$ cat src/rtl/tef_pkg.sv
// Constants, register map and mode encodings of the timer event flag block.
// Assumes a 16-bit timer counter and an APB register bus with 32-bit data.
package tef_pkg;

  ////////////////////////////////////////////////////////////////////////////
  // Widths
  localparam int CNT_W  = 16;
  localparam int DATA_W = 32;
  localparam int REG_W  = 8;

  ////////////////////////////////////////////////////////////////////////////
  // Register byte offsets
  localparam logic [7:0] OFS_FLAGS = 8'h00;  // timer1_event_flags
  localparam logic [7:0] OFS_MASK  = 8'h04;  // event_mask_reg
  localparam logic [7:0] OFS_CTRL  = 8'h08;  // Mode, edge select, force strobes
  localparam logic [7:0] OFS_CMPA  = 8'h0c;  // compare_a_value
  localparam logic [7:0] OFS_CMPB  = 8'h10;  // compare_b_value
  localparam logic [7:0] OFS_CAPT  = 8'h14;  // capture_value_reg

  ////////////////////////////////////////////////////////////////////////////
  // Flag and mask bit positions (same layout in both registers)
  localparam int BIT_WRAP    = 0;
  localparam int BIT_MATCH_A = 1;
  localparam int BIT_MATCH_B = 2;
  localparam int BIT_CAPTURE = 5;
  localparam logic [REG_W-1:0] FLAG_VALID = 8'h27;

  // Control register fields
  localparam int CTRL_MODE_LSB = 0;
  localparam int CTRL_MODE_W   = 4;
  localparam int CTRL_EDGE_BIT = 4;
  localparam int CTRL_FORCE_B  = 6;
  localparam int CTRL_FORCE_A  = 7;
  localparam logic [REG_W-1:0] CTRL_STORE = 8'h1f;

  ////////////////////////////////////////////////////////////////////////////
  // Reset values
  localparam logic [REG_W-1:0] FLAGS_RST = 8'h00;
  localparam logic [REG_W-1:0] MASK_RST  = 8'h00;
  localparam logic [REG_W-1:0] CTRL_RST  = 8'h00;
  localparam logic [CNT_W-1:0] VAL_RST   = 16'h0000;

  // Fixed counter limits
  localparam logic [CNT_W-1:0] CNT_BOTTOM = 16'h0000;
  localparam logic [CNT_W-1:0] CNT_MAX    = 16'hffff;
  localparam logic [CNT_W-1:0] TOP_8BIT   = 16'h00ff;
  localparam logic [CNT_W-1:0] TOP_9BIT   = 16'h01ff;
  localparam logic [CNT_W-1:0] TOP_10BIT  = 16'h03ff;

  ////////////////////////////////////////////////////////////////////////////
  // Waveform mode selection encodings
  typedef enum logic [3:0] {
    MODE_NORMAL     = 4'h0, MODE_PC8       = 4'h1, MODE_PC9      = 4'h2,
    MODE_PC10       = 4'h3, MODE_CTC_CMPA  = 4'h4, MODE_FAST8    = 4'h5,
    MODE_FAST9      = 4'h6, MODE_FAST10    = 4'h7, MODE_PFC_CAPT = 4'h8,
    MODE_PFC_CMPA   = 4'h9, MODE_PC_CAPT   = 4'ha, MODE_PC_CMPA  = 4'hb,
    MODE_CTC_CAPT   = 4'hc, MODE_RESERVED  = 4'hd, MODE_FAST_CAPT = 4'he,
    MODE_FAST_CMPA  = 4'hf
  } tef_mode_t;

  // Point of the count at which the wrap flag is raised
  typedef enum logic [1:0] {
    WRAP_AT_MAX, WRAP_AT_TOP, WRAP_AT_BOTTOM, WRAP_NEVER
  } tef_wrap_t;

endpackage

$ cat src/rtl/tef_capture_if.sv
// Interface between the flag block and its capture edge detector.
// Assumes both ends run on the same clock.
`timescale 1ns/1ps
interface tef_capture_if;
  logic pinLevel;    // Capture pin as sampled
  logic edgeRise;    // 1: rising edge triggers, 0: falling
  logic enable;      // Capture pin connected
  logic captureEvt;  // One-cycle qualified capture event

  modport det (input pinLevel, input edgeRise, input enable, output captureEvt);
  modport ctl (output pinLevel, output edgeRise, output enable, input captureEvt);
endinterface

$ cat src/rtl/tef_capture_detect.sv
// Edge detector for the capture input pin.
// Assumes the pin level is already synchronous to clk.
`timescale 1ns/1ps
module tef_capture_detect
  import tef_pkg::*;
(
  // Clock and reset
  input wire logic clk,
  input wire logic rst_n,
  // Capture side
  tef_capture_if.det cap
);

  logic pinPrev_reg;
  logic evt_reg;
  logic riseSeen;
  logic fallSeen;

  ////////////////////////////////////////////////////////////////////////////
  // Previous pin level
  always_ff @(posedge clk or negedge rst_n) begin
    if (!rst_n) begin
      pinPrev_reg <= 1'b0;
    end else begin
      pinPrev_reg <= cap.pinLevel;
    end
  end

  // Edge decode
  assign riseSeen = cap.pinLevel & ~pinPrev_reg;
  assign fallSeen = ~cap.pinLevel & pinPrev_reg;

  // Qualified event, only while the pin is connected
  always_ff @(posedge clk or negedge rst_n) begin
    if (!rst_n) begin
      evt_reg <= 1'b0;
    end else begin
      evt_reg <= cap.enable & (cap.edgeRise ? riseSeen : fallSeen);
    end
  end

  assign cap.captureEvt = evt_reg;

endmodule // tef_capture_detect

$ cat src/rtl/tef_timer_flags.sv
// Event flag logic of a 16-bit timer: flags, mask, compare and capture
// registers behind an APB slave, with per-vector interrupt requests.
// Assumes the counter itself lives outside and reports its value and a
// one-clk timer tick; the core acknowledges vectors with one-cycle pulses.
//
// Notes on behaviour
// - Flag bits 7, 6, 4, 3 read zero
// - Qualified capture pin event sets capture flag
// - Capture-top modes: flag set reaching top
// - Match B flag set tick after match
// - Force strobe B never sets match B flag
// - Match A flag set tick after match
// - Force strobe A never sets match A flag
// - Normal and clear-on-match modes: wrap on overflow
// - Other modes: wrap point follows mode
// - Vector execution clears its own flag
// - Writing one clears that flag only
// - Request needs flag, mask and global enable
// - Count write blocks compares next tick
//
// The APB slave port and the placing of the registers were left to the implementer.
`timescale 1ns/1ps
module tef_timer_flags
  import tef_pkg::*;
#(
  parameter int ADDR_W = 8
) (
  // Clock and reset
  input  wire logic              clk,
  input  wire logic              rst_n,
  // APB slave
  input  wire logic              psel,
  input  wire logic              penable,
  input  wire logic              pwrite,
  input  wire logic [ADDR_W-1:0] paddr,
  input  wire logic [DATA_W-1:0] pwdata,
  output logic      [DATA_W-1:0] prdata,
  output logic                   pready,
  output logic                   pslverr,
  // Timer counter status
  input  wire logic              timerTick,
  input  wire logic [CNT_W-1:0]  countValue,
  input  wire logic              countDown,
  input  wire logic              countWrite,
  // Capture pin
  input  wire logic              captureInputPin,
  // Core interrupt logic
  input  wire logic              globalIntEn,
  input  wire logic [3:0]        vectorAck,
  output logic      [3:0]        irqReq,
  output logic                   irq,
  // Waveform unit
  output logic                   compareEvtA,
  output logic                   compareEvtB,
  output logic      [CNT_W-1:0]  topValue
);

  ////////////////////////////////////////////////////////////////////////////
  // Declarations
  logic [REG_W-1:0] flags_reg;
  logic [REG_W-1:0] flags_next;
  logic [REG_W-1:0] mask_reg;
  logic [REG_W-1:0] ctrl_reg;
  logic [CNT_W-1:0] cmpA_reg;
  logic [CNT_W-1:0] cmpB_reg;
  logic [CNT_W-1:0] capt_reg;
  logic [CNT_W-1:0] top_reg;
  logic [DATA_W-1:0] rdata_reg;
  logic             pendA_reg;
  logic             pendB_reg;
  logic             block_reg;
  logic             cmpEvtA_reg;
  logic             cmpEvtB_reg;
  logic             setup;
  logic             wrAccess;
  logic             addrHit;
  logic [REG_W-1:0] clrMask;
  logic [REG_W-1:0] setMask;
  logic             matchNowA;
  logic             matchNowB;
  logic             wrapNow;
  logic             topNow;
  logic             forceA;
  logic             forceB;
  logic [CNT_W-1:0] topSel;
  tef_mode_t        mode;
  tef_wrap_t        wrapKind;
  logic [3:0]       vecFlag;

  tef_capture_if capIf ();

  ////////////////////////////////////////////////////////////////////////////
  // Functions

  // Top of the count for a mode
  function automatic logic [CNT_W-1:0] mode_top(input tef_mode_t m,
                                                input logic [CNT_W-1:0] a,
                                                input logic [CNT_W-1:0] c);
    case (m)
      MODE_PC8, MODE_FAST8:                          mode_top = TOP_8BIT;
      MODE_PC9, MODE_FAST9:                          mode_top = TOP_9BIT;
      MODE_PC10, MODE_FAST10:                        mode_top = TOP_10BIT;
      MODE_CTC_CMPA, MODE_PFC_CMPA, MODE_PC_CMPA,
      MODE_FAST_CMPA:                                mode_top = a;
      MODE_PFC_CAPT, MODE_PC_CAPT, MODE_CTC_CAPT,
      MODE_FAST_CAPT:                                mode_top = c;
      default:                                       mode_top = CNT_MAX;
    endcase
  endfunction

  // Capture value register serves as top in these modes
  function automatic logic capt_is_top(input tef_mode_t m);
    case (m)
      MODE_PFC_CAPT, MODE_PC_CAPT, MODE_CTC_CAPT, MODE_FAST_CAPT:
        capt_is_top = 1'b1;
      default:
        capt_is_top = 1'b0;
    endcase
  endfunction

  // Where the wrap flag is raised in each mode
  function automatic tef_wrap_t wrap_kind(input tef_mode_t m);
    case (m)
      MODE_NORMAL, MODE_CTC_CMPA, MODE_CTC_CAPT:     wrap_kind = WRAP_AT_MAX;
      MODE_FAST8, MODE_FAST9, MODE_FAST10,
      MODE_FAST_CAPT, MODE_FAST_CMPA:                wrap_kind = WRAP_AT_TOP;
      MODE_PC8, MODE_PC9, MODE_PC10, MODE_PFC_CAPT,
      MODE_PFC_CMPA, MODE_PC_CAPT, MODE_PC_CMPA:     wrap_kind = WRAP_AT_BOTTOM;
      default:                                       wrap_kind = WRAP_NEVER;
    endcase
  endfunction

  // Force strobes act only outside the PWM modes
  function automatic logic non_pwm(input tef_mode_t m);
    case (m)
      MODE_NORMAL, MODE_CTC_CMPA, MODE_CTC_CAPT: non_pwm = 1'b1;
      default:                                   non_pwm = 1'b0;
    endcase
  endfunction

  // Read value of a register byte offset
  function automatic logic [DATA_W-1:0] read_mux(input logic [ADDR_W-1:0] a,
                                                 input logic [REG_W-1:0] f,
                                                 input logic [REG_W-1:0] k,
                                                 input logic [REG_W-1:0] t,
                                                 input logic [CNT_W-1:0] x,
                                                 input logic [CNT_W-1:0] y,
                                                 input logic [CNT_W-1:0] z);
    read_mux = '0;
    case (a)
      ADDR_W'(OFS_FLAGS): read_mux[REG_W-1:0] = f & FLAG_VALID;
      ADDR_W'(OFS_MASK):  read_mux[REG_W-1:0] = k & FLAG_VALID;
      ADDR_W'(OFS_CTRL):  read_mux[REG_W-1:0] = t & CTRL_STORE;
      ADDR_W'(OFS_CMPA):  read_mux[CNT_W-1:0] = x;
      ADDR_W'(OFS_CMPB):  read_mux[CNT_W-1:0] = y;
      ADDR_W'(OFS_CAPT):  read_mux[CNT_W-1:0] = z;
      default:            read_mux = '0;
    endcase
  endfunction

  // Address decode
  function automatic logic addr_valid(input logic [ADDR_W-1:0] a);
    case (a)
      ADDR_W'(OFS_FLAGS), ADDR_W'(OFS_MASK), ADDR_W'(OFS_CTRL),
      ADDR_W'(OFS_CMPA), ADDR_W'(OFS_CMPB), ADDR_W'(OFS_CAPT):
        addr_valid = 1'b1;
      default:
        addr_valid = 1'b0;
    endcase
  endfunction

  ////////////////////////////////////////////////////////////////////////////
  // APB handshake: zero wait states
  assign setup    = psel & ~penable;
  assign wrAccess = psel & penable & pwrite;
  assign addrHit  = addr_valid(paddr);
  assign pready   = 1'b1;
  assign pslverr  = psel & penable & ~addrHit;
  assign prdata   = rdata_reg;

  // Read data captured in the setup cycle
  always_ff @(posedge clk or negedge rst_n) begin
    if (!rst_n) begin
      rdata_reg <= '0;
    end else if (setup && !pwrite) begin
      rdata_reg <= read_mux(paddr, flags_reg, mask_reg, ctrl_reg,
                            cmpA_reg, cmpB_reg, capt_reg);
    end
  end

  ////////////////////////////////////////////////////////////////////////////
  // Mask register
  always_ff @(posedge clk or negedge rst_n) begin
    if (!rst_n) begin
      mask_reg <= MASK_RST;
    end else if (wrAccess && paddr == ADDR_W'(OFS_MASK)) begin
      mask_reg <= pwdata[REG_W-1:0] & FLAG_VALID;
    end
  end

  // Control register; force bits are strobes and never stored
  always_ff @(posedge clk or negedge rst_n) begin
    if (!rst_n) begin
      ctrl_reg <= CTRL_RST;
    end else if (wrAccess && paddr == ADDR_W'(OFS_CTRL)) begin
      ctrl_reg <= pwdata[REG_W-1:0] & CTRL_STORE;
    end
  end

  assign mode = tef_mode_t'(ctrl_reg[CTRL_MODE_LSB +: CTRL_MODE_W]);

  // Compare value registers
  always_ff @(posedge clk or negedge rst_n) begin
    if (!rst_n) begin
      cmpA_reg <= VAL_RST;
      cmpB_reg <= VAL_RST;
    end else if (wrAccess) begin
      if (paddr == ADDR_W'(OFS_CMPA)) begin
        cmpA_reg <= pwdata[CNT_W-1:0];
      end
      if (paddr == ADDR_W'(OFS_CMPB)) begin
        cmpB_reg <= pwdata[CNT_W-1:0];
      end
    end
  end

  // Capture register: loaded by capture, written only as a top value
  always_ff @(posedge clk or negedge rst_n) begin
    if (!rst_n) begin
      capt_reg <= VAL_RST;
    end else if (capIf.captureEvt) begin
      capt_reg <= countValue;
    end else if (wrAccess && paddr == ADDR_W'(OFS_CAPT) && capt_is_top(mode)) begin
      capt_reg <= pwdata[CNT_W-1:0];
    end
  end

  ////////////////////////////////////////////////////////////////////////////
  // Capture edge detector; pin disconnected while capture holds top
  assign capIf.pinLevel = captureInputPin;
  assign capIf.edgeRise = ctrl_reg[CTRL_EDGE_BIT];
  assign capIf.enable   = ~capt_is_top(mode);

  tef_capture_detect u_capture (
    .clk   (clk),
    .rst_n (rst_n),
    .cap   (capIf)
  );

  ////////////////////////////////////////////////////////////////////////////
  // Top value held for the waveform unit
  assign topSel = mode_top(mode, cmpA_reg, capt_reg);

  always_ff @(posedge clk or negedge rst_n) begin
    if (!rst_n) begin
      top_reg <= CNT_MAX;
    end else begin
      top_reg <= topSel;
    end
  end

  assign topValue = top_reg;

  // Compare block after a software count write, lasts one tick
  always_ff @(posedge clk or negedge rst_n) begin
    if (!rst_n) begin
      block_reg <= 1'b0;
    end else if (countWrite) begin
      block_reg <= 1'b1;
    end else if (timerTick) begin
      block_reg <= 1'b0;
    end
  end

  // Compare matches on a tick, unless blocked
  assign matchNowA = timerTick & ~block_reg & (countValue == cmpA_reg);
  assign matchNowB = timerTick & ~block_reg & (countValue == cmpB_reg);

  // Match seen on one tick raises its flag on the next
  always_ff @(posedge clk or negedge rst_n) begin
    if (!rst_n) begin
      pendA_reg <= 1'b0;
      pendB_reg <= 1'b0;
    end else if (timerTick) begin
      pendA_reg <= matchNowA;
      pendB_reg <= matchNowB;
    end
  end

  // Force strobes reach the waveform unit only
  assign forceA = wrAccess & (paddr == ADDR_W'(OFS_CTRL)) & pwdata[CTRL_FORCE_A] & non_pwm(mode);
  assign forceB = wrAccess & (paddr == ADDR_W'(OFS_CTRL)) & pwdata[CTRL_FORCE_B] & non_pwm(mode);

  // Compare events to the waveform unit, forced or real
  always_ff @(posedge clk or negedge rst_n) begin
    if (!rst_n) begin
      cmpEvtA_reg <= 1'b0;
      cmpEvtB_reg <= 1'b0;
    end else begin
      cmpEvtA_reg <= matchNowA | forceA;
      cmpEvtB_reg <= matchNowB | forceB;
    end
  end

  assign compareEvtA = cmpEvtA_reg;
  assign compareEvtB = cmpEvtB_reg;

  ////////////////////////////////////////////////////////////////////////////
  // Wrap and top detection
  assign wrapKind = wrap_kind(mode);
  assign topNow   = timerTick & (countValue == topSel);

  always_comb begin
    case (wrapKind)
      WRAP_AT_MAX:    wrapNow = timerTick & (countValue == CNT_MAX);
      WRAP_AT_TOP:    wrapNow = topNow;
      WRAP_AT_BOTTOM: wrapNow = timerTick & countDown & (countValue == CNT_BOTTOM);
      default:        wrapNow = 1'b0;
    endcase
  end

  ////////////////////////////////////////////////////////////////////////////
  // Flag set and clear terms
  always_comb begin
    setMask = '0;
    setMask[BIT_CAPTURE] = capIf.captureEvt | (capt_is_top(mode) & topNow);
    setMask[BIT_MATCH_A] = timerTick & pendA_reg;
    setMask[BIT_MATCH_B] = timerTick & pendB_reg;
    setMask[BIT_WRAP]    = wrapNow;
  end

  always_comb begin
    clrMask = '0;
    if (wrAccess && paddr == ADDR_W'(OFS_FLAGS)) begin
      clrMask = pwdata[REG_W-1:0] & FLAG_VALID;
    end
    clrMask[BIT_WRAP]    = clrMask[BIT_WRAP] | vectorAck[0];
    clrMask[BIT_MATCH_A] = clrMask[BIT_MATCH_A] | vectorAck[1];
    clrMask[BIT_MATCH_B] = clrMask[BIT_MATCH_B] | vectorAck[2];
    clrMask[BIT_CAPTURE] = clrMask[BIT_CAPTURE] | vectorAck[3];
  end

  // Set wins over clear, zero bits leave flags alone
  assign flags_next = ((flags_reg & ~clrMask) | setMask) & FLAG_VALID;

  always_ff @(posedge clk or negedge rst_n) begin
    if (!rst_n) begin
      flags_reg <= FLAGS_RST;
    end else begin
      flags_reg <= flags_next;
    end
  end

  ////////////////////////////////////////////////////////////////////////////
  // Interrupt requests, one per vector
  assign vecFlag = {flags_reg[BIT_CAPTURE] & mask_reg[BIT_CAPTURE],
                    flags_reg[BIT_MATCH_B] & mask_reg[BIT_MATCH_B],
                    flags_reg[BIT_MATCH_A] & mask_reg[BIT_MATCH_A],
                    flags_reg[BIT_WRAP] & mask_reg[BIT_WRAP]};
  assign irqReq  = vecFlag & {4{globalIntEn}};
  assign irq     = |vecFlag;

endmodule // tef_timer_flags

$ cat config.mk
export PLATFORM = sky130hd
export DESIGN_NAME = tef_timer_flags
export DESIGN_NICKNAME = d
export VERILOG_FILES = /design/src/rtl/tef_pkg.sv /design/src/rtl/tef_capture_if.sv /design/src/rtl/tef_capture_detect.sv /design/src/rtl/tef_timer_flags.sv
export SDC_FILE = /design/constraint.sdc
export NUM_CORES = 1
export LEC_CHECK = 0
export ABC_AREA = 0
export BUFFER_PORTS_ARGS = -buffer_cell sky130_fd_sc_hd__buf_2
export CAP_MARGIN = 40
export CORE_UTILIZATION = 51
export CTS_BUF_LIST = sky130_fd_sc_hd__clkbuf_8
export DETAILED_ROUTE_END_ITERATION = 8
export HOLD_SLACK_MARGIN = 0.15
export PLACE_DENSITY_LB_ADDON = 0.08
export SLEW_MARGIN = 20
export SYNTH_ARGS = -nofsm -noshare
export SYNTH_HDL_FRONTEND = slang
export SYNTH_SLANG_ARGS = --single-unit
$ cat constraint.sdc
create_clock -name clk -period 2.1 [get_ports clk]
set_input_delay 0 -clock clk [delete_from_list [all_inputs] [get_ports clk]]
set_output_delay 0 -clock clk [all_outputs]
set_load 0.01 [all_outputs]
# After elaboration in Yosys (flattened, before gate mapping)
# Memories as Yosys holds them, arrays and structs flattened.
# Cells that the tools add are included.
# totals
reg_bits	100
rom_bits	32
input_bits	70
output_inout_bits	57
word_cells	121
n_memories	1
# memory_table
memory	depth	word_bits	read_ports	rd_ports_with_merged_regs	wr	line	source
(no name shown)	16	2	1	0	0	tef_timer_flags.sv:123	case (m)
# op_classes
n_eq_ne	25
mux	14
bitwise_logic	43
n_reduce_logical	23
# ops
operator	n
$pmux 16 s5	1
$eq 16x16->1	3
$pmux 8 s6	1
$mux 16	2
$eq 4x4->1 const B	7
$and 1x1->1	26
$pmux 8 s3	1
$eq 16x16->1 const B	1
$eq 4x3->1 const B	4
$eq 8x4->1 const B	2
$eq 8x5->1 const B	2
$logic_not 16->1	1
$reduce_or 4->1	3
$eq 4x2->1 const B	2
$eq 8x3->1 const B	1
$logic_not 8->1	1
$mux 1	7
$or 1x1->1	7
$and 6x6->6	1
$logic_and 1x1->1	6
$mux 6	1
$not 1->1	6
$not 6->6	1
$or 6x6->6	1
13 further kinds	17

# Depth between registers and ports, before layout
# depth
depth_word	8
depth_mapped	10
ltp_nobuf	7

# Hierarchy
# A second synthesis with hierarchy kept.
# hier_totals
cells_unflattened	584
hier_area_um2	5773.0
# modules_own_cells
mod	n_inst	cells_per_inst	area_each_um2	seq_area_each_um2
tef_timer_flags	1	579	5699.2	2472.4
tef_capture_detect	1	5	73.8	50.0

# Worst setup path after synthesis
# Ideal clock, no wire load.
# synth_timing
path_kind	register -> register
from	register ctrl_reg[1]
to	register flags_reg[0]
setup_ns	0.083
arrival_ns	2.270
required_time_ns	2.017
slack_ns	-0.253
stages_incl_launch_ff	8
n_path_buf	0
period_less_slack_ns	2.353
path_cell_list	dfrtp_1 > or4b_2 > a21oi_1 > mux2_2 > a221o_1 > nor4_1 > nand4_1 > o21ai_0
# synth_between
elab_chain_len	7
word_cells_on_any_way	28
classes_between	17 x eq/ne; 2 x mux; 2 x bitwise; 6 x reduce/logical; 1 x memory
# synth_lines
element	line	source
start: declaration	tef_timer_flags.sv:63	logic [REG_W-1:0] ctrl_reg;
start signal: assignment	tef_timer_flags.sv:206	ctrl_reg <= pwdata[REG_W-1:0] & CTRL_STORE;
$eq 4x4->1 (tied with other cells)	tef_timer_flags.sv:99	case (m)
$reduce_or 4->1 / $reduce_or 2->1 (equally long branches)	tef_timer_flags.sv:99	
$pmux 16 s5	tef_timer_flags.sv:99	
$eq 16x16->1	tef_timer_flags.sv:311	assign topNow = timerTick & (countValue == topSel);
$and 1x1->1	tef_timer_flags.sv:311	
$pmux 1 s3 *	tef_timer_flags.sv:314	case (wrapKind)
$or 6x6->6 *	tef_timer_flags.sv:344	assign flags_next = ((flags_reg & ~clrMask) | setMask) & FLAG_VALID;
via flags_next[0]	tef_timer_flags.sv:61	logic [REG_W-1:0] flags_next;
end signal: assignment	tef_timer_flags.sv:350	flags_reg <= flags_next;
end: declaration	tef_timer_flags.sv:60	logic [REG_W-1:0] flags_reg;
# Mark *: on every way through the listed nets, which the timed path passes. The rest lies on a longest branch.
# A chain may end at the register's enable or synchronous reset.

# Worst setup path after layout
# layout_timing
from	register cmpA_reg[5]
to	register flags_reg[5]
# layout_between
elab_chain_len	6
# layout_lines
element	line	source
start: declaration	tef_timer_flags.sv:64	logic [CNT_W-1:0] cmpA_reg;
start signal: assignment	tef_timer_flags.sv:219	cmpA_reg <= pwdata[CNT_W-1:0];
$pmux 16 s5	tef_timer_flags.sv:99	
$eq 16x16->1	tef_timer_flags.sv:311	
$and 1x1->1	tef_timer_flags.sv:311	
$and 1x1->1	tef_timer_flags.sv:326	setMask[BIT_CAPTURE] = capIf.captureEvt | (capt_is_top(mode) & topNow);
$or 1x1->1	tef_timer_flags.sv:326	
$or 6x6->6	tef_timer_flags.sv:344	
via flags_next[5]	tef_timer_flags.sv:61	
# The timed path passes the listed nets, and every way through them passes these cells.

==> results.ini <==
[place]
globalplace.congestion = 0.9383
io_buffer_count = 93
post-place-cells = 809
sum_of_net_half_perimeters_after_detailed_placement_um = 13790

[cts]
clock-sinks = 100
cts_inserted_buffers = 9
clock_tree.buffer_depth = 2
cts_tree = done
clk_latency_ps = 400
cts_root_buf = clkbuf_8
clk_pin_slew_ps = 110
ctsHtreeMaxLevel = 3

[power_and_ir_drop]
powerDensity_nw_per_um2 = 548.3
switching_power_mw = 1.167
share_clk_of_total_power = 0.334
total_leakage_power_nw = 3.369
p_seq_frac = 0.521
maximum_vdd_drop_v = 0.0004217
sw_frac_of_total = 0.2912
combinationalPowerShare = 0.145
cell_internal_pwr_mw = 2.841

[routing]
detail_route.iter0.violations = 561
ant_nets = 0
via_per_inst = 5.946
wl_um = 19020
first_pass_iters = 9
num_vias = 5203
route.detailed.drc = 0
avgRoutedWirePerCell_um = 21.73

[layout]
finish.net_count = 800
layout.cells.most_common = buf_2
syn2layout_area_growth_pct = 29.41
multiInputGateArea_um2 = 2877
layout.cells.non_filler = 875
drive_above_1_share = 0.3429
n_antenna_cell = 0
layout_common_cells = buf_2, dfrtp_1, buf_4
ff_latch_area_um2 = 2522
layout.filler_cells = 845

[die]
die_height_um = 107.2
initial_core_util = 0.5234
top_level_ports = 127
dieWidth_um = 107.2
fp.dieArea_um2 = 11500
placeableCoreArea_um2 = 10790
floorplan.rows = 38

[timing]
timing.fmax_mhz = 434.7
tightestPinTransition_ps = 637.5
setup_viols_final = 2
hold_viol_final = 0
grt_setup_unrepaired = true
final_period_util = 1.095
setup_total_negative_slack_ps = -381.9
fin_ws_ps = -200.2
report.final.slew_viol_count = 0
max_slew_headroom = 0.5750
final_worst_clock_skew_ps = 16.37
period_needed_ps = 2300
holdWs_ps = 218.6

[critical_path]
timing.critical_path.from = cmpA_reg[5]
cp.required_ps = 2430
cp_slowest_stage_delay_ps = 550
worstSetupStartpointType = flip-flop
worstSetupEndpointType = flip-flop
crit_chain = or4b_4, a21oi_4, mux2_4, a221o_1, nor4_2, nand4_1, o21ai_1
slowest_stage = or4b_4
worstPathMaxFanout = 2
crit-reg2reg-launch = cmpA_reg[5]
crit_type = flip-flop to flip-flop
timing.reg2reg.worst_path_depth = 7
worst-endpoint-arrival_ps = 2630

[status]
violations = negative setup slack
status = complete, but fails checks

[logic_synthesis]
synth_seq_area_share = 0.4465
synth.avg_cell_area_um2 = 10.12
ys_top_cells_by_area = dfrtp_1, dfstp_2, mux2_2
cell_taking_the_most_area_after_synthesis = dfrtp_1
synthesis.area_um2 = 5649
number_of_warnings_reported_in_the_yosys_synthesis_log = 0
post_synth_edffs = 0
synth_top_area_share = 0.3721
synth-main-ff-cell = dfrtp_1
synth.lib_cells_used.distinct = 60
yosys_register_bits = 100
async_flop_share = 1.000
netlist_instances = 558

[min_path]
hold_start = paddr[1]
hold_path_depth = 6
hp-class = input pin to flip-flop

[grt]
grt_pass1_wl_um = 29060
total_track_usage = 0.3469
grt-ovfl-total = 0
grt_max_degree = 58
number_of_global_route_vias_before_repair = 5079
grt_antenna_before_repair = 0

[flow_run]
max_cap_viol_count = 0

-- worst max-delay path, delay by kind of cell, from the launching register on --
kind             cells  cell delay (ps)
AND/OR/NAND/NOR      3              940
AO/OA/AOI/OAI        3              590
flip-flops           1              390
multiplexers         1              310
-- power by group through the flow --
| stage | Combinational (mW) | Sequential, mW | Clock [mW] |
|---|---|---|---|
| finish | 0.580 | 2.09 | 1.34 |
| global route | 0.630 | 2.10 | 1.41 |
| CTS | 0.569 | 2.08 | 1.36 |
| detailed placement | 0.494 | 2.12 | 0 |
| global placement | 0.483 | 2.12 | 0 |
| floorplan | 0.271 | 2.09 | 0 |
-- layout make-up --
type                    instances  share of cell area
flip-flops and latches        100              0.3450
clock buffers                   9             0.01694
multi-input cells             397              0.3935
clock inverters                 7             0.01130
inverters                      17            0.008728
repair buffers                205              0.2006
well taps                     140             0.02396
-- kinds of logic after synthesis --
kind of cell,Yosys count,synth area share
xor+xnor,32,0.04961
simple gates,158,0.1482
mux,63,0.1344
compound gates,127,0.1517
flops,100,0.4465
buf+inv,76,0.06822
other cells,2,0.001329
-- final timing paths --
path / end / slack, ps
max: flags_reg[5] / -200
min: prdata[7] / 220
max reg2reg: flags_reg[5] / -200
min reg2reg: prdata[2] / 480
max in group asynchronous: pendB_reg / 320
min in group asynchronous: capt_reg[1] / 660
-- per-layer routing --
metal / routed length, µm / vias to the layer above / share of wire / track usage
li1: - / 2331 / - / -
met1: 8212 / 2564 / 0.43 / 0.4882
met2: 8650 / 265 / 0.45 / 0.5263
met3: 1525 / 43 / 0.080 / 0.05410
met4: 627 / 0 / 0.033 / 0.1575
met5: 0 / - / 0 / 0
-- cell usage after synthesis, drive strengths merged (2+ instances only) --
library cell,n
a2111oi,3
a21o,4
a21oi,12
a221oi,5
a222oi,12
a22o,3
a22oi,3
a31oi,7
a32o,4
and2b,3
and3,5
buf,26
clkbuf,33
conb,2
dfrtp,84
dfstp,16
inv,17
mux2,43
mux2i,17
mux4,3
nand2,50
nand2b,10
nand3,6
nand3b,2
nand4,10
nor2,23
nor2b,12
nor3,5
nor3b,7
nor4,11
o2111ai,4
o21ai,53
o22a,4
o22ai,4
o2bb2ai,2
or3,5
or4,4
xnor2,19
xor2,13
-- per-stage QoR --
stage               instance area [µm²]  setup slack, ps  total power [mW]    util
floorplan                          5717           -116.5             2.364       -
global placement                   6539           -245.9             2.603  0.6058
detailed placement                 6539           -267.6             2.615  0.6058
CTS                                7272           -182.7             4.011  0.6738
global route                       7311           -316.6             4.139  0.6774
finish                             7311           -200.2             4.008  0.6774
-- timing repair --
action / 4_1_cts / 5_1_grt
setup buffers: 0 / 0
endpoints found under the hold margin: 167 / 0
gates resized for setup: 7 / 6
setup endpoints to repair: 4 / 6
pin swaps: 5 / 3
hold buffers: 50 / 0
Note: power is estimated with default switching activity, not from simulation.
